### src/shared/pfd_pkg.sv
// Constants and types for the PID feedback datapath.
// Assumes a single clock domain; samples and gains are signed fixed point.
package pfd_pkg;

    // =========================================================
    // Widths
    localparam int TEMP_W    = 16;
    localparam int GAIN_W    = 16;
    localparam int FRAC_W    = 8;
    localparam int ACC_W     = 40;
    localparam int OUT_W     = 24;

    // =========================================================
    // Reset values
    localparam logic signed [ACC_W-1:0]  ACC_RST  = 40'sh00_0000_0000;
    localparam logic signed [TEMP_W-1:0] PREV_RST = 16'sh0000;

    // =========================================================
    // Pipeline states
    typedef enum logic [2:0]
    {
        PFD_IDLE = 3'b001,
        PFD_MUL  = 3'b010,
        PFD_SUM  = 3'b100
    } pfd_state_type;

endpackage

### src/verilog/pfd_gain_mul.sv
// Signed gain multiplier, registered product.
// Assumes operands held stable while en is pulsed.
`timescale 1ns/1ps
module pfd_gain_mul
#(
    parameter int A_W = 17,
    parameter int G_W = 16
)
(
    input  wire logic                      ref_clk,
    input  wire logic                      resetn,
    input  wire logic                      en,
    input  wire logic signed [A_W-1:0]     a,
    input  wire logic signed [G_W-1:0]     gain,
    output logic signed [A_W+G_W-1:0]      prod_r
);

    logic signed [A_W+G_W-1:0] prod_nxt;

    always_comb
    begin
        prod_nxt = prod_r;
        if (en)
        begin
            prod_nxt = a * gain;
        end
    end

    always_ff @(posedge ref_clk or negedge resetn)
    begin
        if (!resetn)
        begin
            prod_r <= '0;
        end
        else
        begin
            prod_r <= prod_nxt;
        end
    end

endmodule

### src/verilog/pfd_pid_core.sv
// PID feedback datapath: error, P, I, D and summed heater drive.
// Assumes sample and setpoint come from same-clock logic with a one-cycle strobe.
//
// Function
// - Error equals setpoint minus current measured temperature sample.
// - Proportional term is error times proportional gain; zero for zero error.
// - Integral accumulator adds error times integral gain to its previous value.
// - Derivative term is derivative gain times previous sample minus current sample.
// - Heater drive is sum of the three terms from the same update.
// - One computation for heating and cooling; no sign-dependent path.
`timescale 1ns/1ps
module pfd_pid_core
(
    input  wire logic                                  ref_clk,
    input  wire logic                                  resetn,
    input  wire logic                                  sample_stb,
    input  wire logic signed [pfd_pkg::TEMP_W-1:0]     temp_sample,
    input  wire logic signed [pfd_pkg::TEMP_W-1:0]     setpoint,
    input  wire logic signed [pfd_pkg::GAIN_W-1:0]     gain_p,
    input  wire logic signed [pfd_pkg::GAIN_W-1:0]     gain_i,
    input  wire logic signed [pfd_pkg::GAIN_W-1:0]     gain_d,
    output logic signed [pfd_pkg::OUT_W-1:0]           heater_drive_r,
    output logic signed [pfd_pkg::OUT_W-1:0]           proportional_term_r,
    output logic signed [pfd_pkg::OUT_W-1:0]           derivative_term_r,
    output logic signed [pfd_pkg::ACC_W-1:0]           integral_accumulator_r,
    output logic                                       drive_valid_r
);

    localparam int DW = pfd_pkg::TEMP_W + 1;
    localparam int PW = DW + pfd_pkg::GAIN_W;
    localparam int TW = pfd_pkg::OUT_W;

    // =========================================================
    // State and operands
    pfd_pkg::pfd_state_type         state_r;
    pfd_pkg::pfd_state_type         state_nxt;
    logic signed [DW-1:0]           err_r;
    logic signed [DW-1:0]           err_nxt;
    logic signed [DW-1:0]           dtemp_r;
    logic signed [DW-1:0]           dtemp_nxt;
    logic signed [pfd_pkg::TEMP_W-1:0] prev_r;
    logic signed [pfd_pkg::TEMP_W-1:0] prev_nxt;
    logic signed [pfd_pkg::ACC_W-1:0]  acc_nxt;
    logic signed [TW-1:0]           p_nxt;
    logic signed [TW-1:0]           d_nxt;
    logic signed [TW-1:0]           drive_nxt;
    logic                           valid_nxt;
    logic                           mul_en;
    logic signed [PW-1:0]           p_prod;
    logic signed [PW-1:0]           i_prod;
    logic signed [PW-1:0]           d_prod;
    logic signed [TW-1:0]           i_scaled;

    logic                           take_en;
    logic                           sum_en;

    assign mul_en = (state_r == pfd_pkg::PFD_MUL);
    // Capture only when idle; a strobe during an update is lost, not queued
    assign take_en = (state_r == pfd_pkg::PFD_IDLE) && sample_stb;
    assign sum_en  = (state_r == pfd_pkg::PFD_SUM);

    // =========================================================
    // Gain multipliers, shared structure for all three terms
    pfd_gain_mul #(.A_W(DW), .G_W(pfd_pkg::GAIN_W)) u_mul_p
    (
        .ref_clk (ref_clk),
        .resetn  (resetn),
        .en      (mul_en),
        .a       (err_r),
        .gain    (gain_p),
        .prod_r  (p_prod)
    );

    pfd_gain_mul #(.A_W(DW), .G_W(pfd_pkg::GAIN_W)) u_mul_i
    (
        .ref_clk (ref_clk),
        .resetn  (resetn),
        .en      (mul_en),
        .a       (err_r),
        .gain    (gain_i),
        .prod_r  (i_prod)
    );

    pfd_gain_mul #(.A_W(DW), .G_W(pfd_pkg::GAIN_W)) u_mul_d
    (
        .ref_clk (ref_clk),
        .resetn  (resetn),
        .en      (mul_en),
        .a       (dtemp_r),
        .gain    (gain_d),
        .prod_r  (d_prod)
    );

    // =========================================================
    // Sequencer: idle, multiply, sum
    always_comb
    begin
        state_nxt = state_r;
        valid_nxt = 1'b0;
        case (state_r)
            pfd_pkg::PFD_IDLE:
            begin
                // Strobes arriving while busy are ignored, one update per sample
                // single update
                if (sample_stb)
                begin
                    state_nxt = pfd_pkg::PFD_MUL;
                end
            end
            pfd_pkg::PFD_MUL:
            begin
                state_nxt = pfd_pkg::PFD_SUM;
            end
            pfd_pkg::PFD_SUM:
            begin
                valid_nxt = 1'b1;
                state_nxt = pfd_pkg::PFD_IDLE;
            end
            default:
            begin
                state_nxt = pfd_pkg::PFD_IDLE;
            end
        endcase
    end

    always_ff @(posedge ref_clk or negedge resetn)
    begin
        if (!resetn)
        begin
            state_r       <= pfd_pkg::PFD_IDLE;
            drive_valid_r <= 1'b0;
        end
        else
        begin
            state_r       <= state_nxt;
            drive_valid_r <= valid_nxt;
        end
    end

    // =========================================================
    // Operand capture on the taken strobe
    // Differences are one bit wider than a sample so they never wrap
    always_comb
    begin
        err_nxt   = err_r;
        dtemp_nxt = dtemp_r;
        prev_nxt  = prev_r;
        if (take_en)
        begin
            err_nxt   = DW'(setpoint) - DW'(temp_sample);
            dtemp_nxt = DW'(prev_r) - DW'(temp_sample);
            prev_nxt  = temp_sample;
        end
    end

    always_ff @(posedge ref_clk or negedge resetn)
    begin
        if (!resetn)
        begin
            err_r   <= '0;
            dtemp_r <= '0;
            prev_r  <= pfd_pkg::PREV_RST;
        end
        else
        begin
            err_r   <= err_nxt;
            dtemp_r <= dtemp_nxt;
            prev_r  <= prev_nxt;
        end
    end

    // =========================================================
    // Result terms, rewritten only in the sum step
    // No saturation: terms wrap, so gains must keep products in range
    always_comb
    begin
        acc_nxt   = integral_accumulator_r;
        p_nxt     = proportional_term_r;
        d_nxt     = derivative_term_r;
        drive_nxt = heater_drive_r;
        i_scaled  = TW'(integral_accumulator_r >>> pfd_pkg::FRAC_W);
        if (sum_en)
        begin
            // proportional term, truncated to fraction bits
            p_nxt     = TW'(p_prod >>> pfd_pkg::FRAC_W);
            acc_nxt   = integral_accumulator_r + pfd_pkg::ACC_W'(i_prod);
            d_nxt     = TW'(d_prod >>> pfd_pkg::FRAC_W);
            i_scaled  = TW'(acc_nxt >>> pfd_pkg::FRAC_W);
            drive_nxt = p_nxt + i_scaled + d_nxt;
        end
    end

    always_ff @(posedge ref_clk or negedge resetn)
    begin
        if (!resetn)
        begin
            integral_accumulator_r <= pfd_pkg::ACC_RST;
            proportional_term_r    <= '0;
            derivative_term_r      <= '0;
            heater_drive_r         <= '0;
        end
        else
        begin
            integral_accumulator_r <= acc_nxt;
            proportional_term_r    <= p_nxt;
            derivative_term_r      <= d_nxt;
            heater_drive_r         <= drive_nxt;
        end
    end

endmodule
### config.mk
export PLATFORM = sky130hd
export DESIGN_NAME = pfd_pid_core
export DESIGN_NICKNAME = d
export VERILOG_FILES = /design/src/shared/pfd_pkg.sv /design/src/verilog/pfd_gain_mul.sv /design/src/verilog/pfd_pid_core.sv
export SDC_FILE = /design/constraint.sdc
export NUM_CORES = 2
export LEC_CHECK = 0
export BUFFER_PORTS_ARGS = -buffer_cell sky130_fd_sc_hd__buf_2
export CORE_MARGIN = 5
export CORE_UTILIZATION = 40
export CTS_CLUSTER_SIZE = 10
export DETAILED_ROUTE_END_ITERATION = 8
export HOLD_SLACK_MARGIN = 0.1
export SLEW_MARGIN = 20
export SYNTH_ARGS = -nofsm -noshare
export SYNTH_HDL_FRONTEND = slang
export SYNTH_SLANG_ARGS = --single-unit
### constraint.sdc
create_clock -name ref_clk -period 7.8 [get_ports ref_clk]
set_input_delay 1.17 -clock ref_clk [delete_from_list [all_inputs] [get_ports ref_clk]]
set_output_delay 1.17 -clock ref_clk [all_outputs]
set_load 0.005 [all_outputs]
== Yosys cells after proc, flatten, opt, wreduce, memory -nomap -nowiden ==
Cells that the tools add are included.

* Bits in registers: 263
* Bits of input ports: 83
* Output and inout bits: 113

* Add/sub/neg operators: 5
* $mul: 3
* Equal/unequal tests: 4
* Multiplexer cells: 3
* Reduce and logical (&&, ||, !) cells: 1

{| class="wikitable"
|+ Operators by type and width
! cell !! count
|-
| $mul 17x16->32 || 2
|-
| $add 24x24->24 || 2
|-
| $add 40x33->40 || 1
|-
| $sub 16x16->17 || 2
|-
| $mul 17x16->33 || 1
|-
| $pmux 3 s2 || 1
|-
| $eq 3x1->1 const B || 1
|-
| $eq 3x2->1 const B || 1
|-
| $eq 3x3->1 const B || 1
|-
| $mux 3 || 1
|-
| $ne 2x2->1 const B || 1
|-
| $logic_and 1x1->1 || 1
|-
| $mux 1 || 1
|}

== Logic depth before layout (Yosys ltp) ==
* Depth after elaboration: 3
* Mapped depth: 26

== Hierarchy ==
From an unflattened synthesis, not the netlist that was laid out.

* Cells, all modules: 4989
* Area, all modules: 46060.4 sq um

{| class="wikitable"
|+ By module, submodules not included
! module !! times used !! cells each !! area each (sq um)
|-
| pfd_gain_mul at u_mul_d || 1 || 1268 || 11740.0
|-
| pfd_gain_mul at u_mul_p || 1 || 1258 || 11713.7
|-
| pfd_gain_mul at u_mul_i || 1 || 1228 || 11562.3
|-
| pfd_pid_core || 1 || 1235 || 11044.3
|}

== Least setup slack after synthesis ==
Ideal clock, no wire load.

* Kind: input to register
* Start: in gain_d[7] (netlist bit)
* End: reg u_mul_d.prod_r[31]
* Arrival time: 7.015 ns
* Data required time: 7.670 ns
* Slack: 0.655 ns
* Cell stages on the path: 25
* Path through: clkbuf_1 -> clkbuf_1 -> nand2_1 -> fa_1 -> inv_1 -> fa_1 -> inv_1 -> fa_1 -> inv_1 -> fa_1 -> fa_1 -> inv_1 -> fa_1 -> inv_1 -> ha_1 -> a21o_1 -> a211o_1 -> a2111oi_2 -> nor3_1 -> a21oi_2 -> o2bb2ai_2 -> o21ai_1 -> a21oi_1 -> xnor2_1 -> o21ai_1

* Word-level cells in the longest chain between the ends: 1

{| class="wikitable"
|+ RTL lines
! what !! RTL line !! RTL
|-
| from (decl) || pfd_pid_core.sv:21 || <nowiki>input wire logic signed [pfd_pkg::GAIN_W-1:0] gain_d,</nowiki>
|-
| $mul 17x16->32 || pfd_gain_mul.sv:25 || <nowiki>prod_nxt = a * gain;</nowiki>
|-
| to (signal assigned) || pfd_gain_mul.sv:37 || <nowiki>prod_r <= prod_nxt;</nowiki>
|-
| to (decl) || pfd_gain_mul.sv:15 || <nowiki>output logic signed [A_W+G_W-1:0] prod_r</nowiki>
|}

No other way between the ends.
A chain may end at the register's enable or synchronous reset.

== Worst setup path in the final report ==
* Start: reg err_r[8]
* End: reg u_mul_i.prod_r[24]

* Word-level cells in the longest chain between the ends: 1

{| class="wikitable"
|+ RTL lines
! what !! RTL line !! RTL
|-
| from (decl) || pfd_pid_core.sv:37 || <nowiki>logic signed [DW-1:0] err_r;</nowiki>
|-
| from (signal assigned) || pfd_pid_core.sv:166 || <nowiki>err_r <= err_nxt;</nowiki>
|-
| $mul 17x16->33 || pfd_gain_mul.sv:25 ||
|-
| to (signal assigned) || pfd_gain_mul.sv:37 ||
|-
| to (decl) || pfd_gain_mul.sv:15 ||
|}

No other way between the ends.

==> metrics.txt <==
io pins 196; share of cells above drive strength 1 around 6.5%; Syn Nets 6069; postcts setup bufs 0; Final period util a little over 90%; final net count 6166; DRC violations left 0; Bufs on Longest Clock Path 3; Gate Count Post-Synth a little under 5000; clk_lat worst skew roughly 0.61 ns; TritonRoute pass-1 iters 5; Ys Warns 0; HP Class reg2reg; status finished clean; # rows 121; CTS tree yes; Total Wirelength approximately 110000 um; Period minus WS final 7.14 ns; Final TNS setup 0 ns; die height 340 um; overall via count from detail_route a little over 30000; Worst-path clk slew 0.06 ns; final setup violating endpoints 0; area grow syn2layout 7.99%; asr flop ratio synth between 90% and 100%; maxcap violations 0; global route overflow 0; Max Fanout on Critical Path 19; gr usage total 20.1%; RSZ-0062 raised after global routing false; first-pass GRT wire length 185000 um; drt wl/cell 18.1 um; Critical Path RT 8.27 ns; H-tree depth 1; Clock Tree Root clkbuf_16; sequential fraction of the synthesis area between 10 and 15%; Die Wd between 300 and 400 um; Critical Path AT 7.61 ns; initial antenna violation count 13; TritonCTS Sinks around 250; antenna viol nets, final 0; Fillers 10700; number of hold buffers added after CTS 0; Via density 4.91; max_slew headroom about a quarter; core footprint 108000 sq um; area of the multi-input gates 32500 sq um; worst slew pin tran 1.14 ns; cells resized by post-CTS repair 0; vias in the first global route 33000; pins over their slew limit 0; hpwl dp 96500 um; Fmax 0.140 GHz; Post-synth top flop dfrtp_1; IO Port Bufs 195; die area 115000 sq um; Hold Vio Cnt, Final 0; largest net degree at the start of global routing 160; Post-synth EDFFs 0; Placer Congestion 0.889; Mean Syn Cell Area 9.04 sq um; Starting Density 40.1%; Layout Skew 0.0333 ns; Yosys cell types 70; nature of the critical path endpoint flip-flop; Post-Synthesis Cell Area 43500 sq um; Starting DRT DRC Count around 1900; storage element area roughly 6200 sq um; Num CTS Buffers 31; synthesized flop and latch total 247; critical path class reg2reg; Startpoint Class flip-flop
layer usage:
layer | track usage, % | vias to the layer above | part of all wire [%]
met5 | 0 | - | 0.035
met4 | 4.13 | 6 | 2.3
met3 | 4.12 | 140 | 6.6
met2 | 31.8 | 789 | 45
met1 | 28.7 | 15500 | 46
li1 | - | 14700 | -
through the flow:
stage | area, sq um | setup WS (ns) | cells | hold slack [ns] | util, %
global route | 47000 | 0.368 | 6343 | 0.493 | 43.3
floorplan | 43500 | 0.655 | 4810 | 0.443 | -
finish | 47000 | 0.660 | 6344 | 0.471 | 43.3
global placement | 46000 | 0.383 | 6287 | 0.457 | 42.4
CTS | 46900 | 0.722 | 6338 | 0.475 | 43.3
detailed placement | 46000 | 0.286 | 6287 | 0.461 | 42.4
placed cells by master, fill, tap and decap left out, types with 13 or more instances in the layout:
master and instances:
buf_4 50, o21bai_1 13, nor3_1 23, xor2_1 60, nor2_1 112, o211ai_1 15, a21o_1 65, o31ai_1 31
o21ai_0 253, inv_1 1092, nand3_1 33, xnor2_1 102, fa_1 841, a21oi_1 96, and2_1 367, buf_2 194
clkbuf_16 31, a211oi_1 19, dfrtp_1 245, ha_1 335, nor2b_1 15, o21a_1 24, nand2_1 703, nand2b_1 31
area by class of cell:
class	count	share of cell area, %
multi-input cells	3287	69.3
flip-flops and latches	247	13.2
inverters	1092	8.73
well taps	1414	3.77
repair buffers	248	3.04
clock buffers	48	1.92
clock inverters	3	0.0799
diodes	5	0.0266
final timing paths:
path / end / cells after the start / start / slack [ns]
hold reg to reg: heater_drive_r[21]$_DFFE_PN0P_ / 2 / heater_drive_r[21]$_DFFE_PN0P_ / 0.47
setup reg to reg: u_mul_i.prod_r[24]$_DFFE_PN0P_ / 21 / err_r[8]$_DFFE_PN0P_ / 0.66
max in group asynchronous: err_r[4]$_DFFE_PN0P_ / 2 / resetn / 5.78
min in group asynchronous: derivative_term_r[2]$_DFFE_PN0P_ / 1 / resetn / 0.54
setup / recovery: u_mul_i.prod_r[24]$_DFFE_PN0P_ / 21 / err_r[8]$_DFFE_PN0P_ / 0.66
hold / removal: heater_drive_r[21]$_DFFE_PN0P_ / 2 / heater_drive_r[21]$_DFFE_PN0P_ / 0.47
critical path: stages (launching register included):
cell,delay [ns]
dfrtp_1,1.09
buf_4,0.32
nand2_1,0.10
fa_1,0.54
inv_1,0.05
fa_1,0.52
fa_1,0.58
fa_1,0.43
fa_1,0.49
inv_1,0.05
fa_1,0.47
inv_1,0.04
ha_1,0.35
a21oi_1,0.16
nor2b_1,0.06
o21ai_0,0.14
nand2b_1,0.14
a31o_2,0.28
a31o_2,0.28
a21o_1,0.17
a2111oi_0,0.60
nor2_1,0.12
state kept, by name, indices dropped and copies added, names as in the netlist:
signal and count:
derivative_term_r 24, drive_valid_r 1, dtemp_r 17, err_r 17
heater_drive_r 24, integral_accumulator_r 40, prev_r 16, proportional_term_r 24
state_r 3, u_mul_d.prod_r 24, u_mul_i.prod_r 33, u_mul_p.prod_r 24
cell families (layout without fill, tap and decap cells):
group           count (synthesis)  count (layout)  share of synthesized area (%)
fa+ha+maj                    1176            1176                           48.4
simple gates                 1338            1338                           14.4
buf+inv                      1276            1391                           11.0
flops                         247             247                           14.2
other cells                     0               5                              0
mux                             2               2                         0.0489
compound gates                609             609                           8.65
xor+xnor                      162             162                           3.26
cell usage after synthesis (65+ instances only):
| cell | n | area (sq um) |
|---|---|---|
| a21o_1 | 65 | 488 |
| a21oi_1 | 96 | 480 |
| and2_1 | 367 | 2300 |
| clkbuf_1 | 180 | 676 |
| dfrtp_1 | 246 | 6160 |
| fa_1 | 841 | 16800 |
| ha_1 | 335 | 4190 |
| inv_1 | 1092 | 4100 |
| nand2_1 | 704 | 2640 |
| nor2_1 | 112 | 420 |
| o21ai_0 | 253 | 1270 |
| xnor2_1 | 102 | 893 |
Power is not shown: default switching activity piles up to over one toggle a cycle in this logic, so the estimate is an artifact.
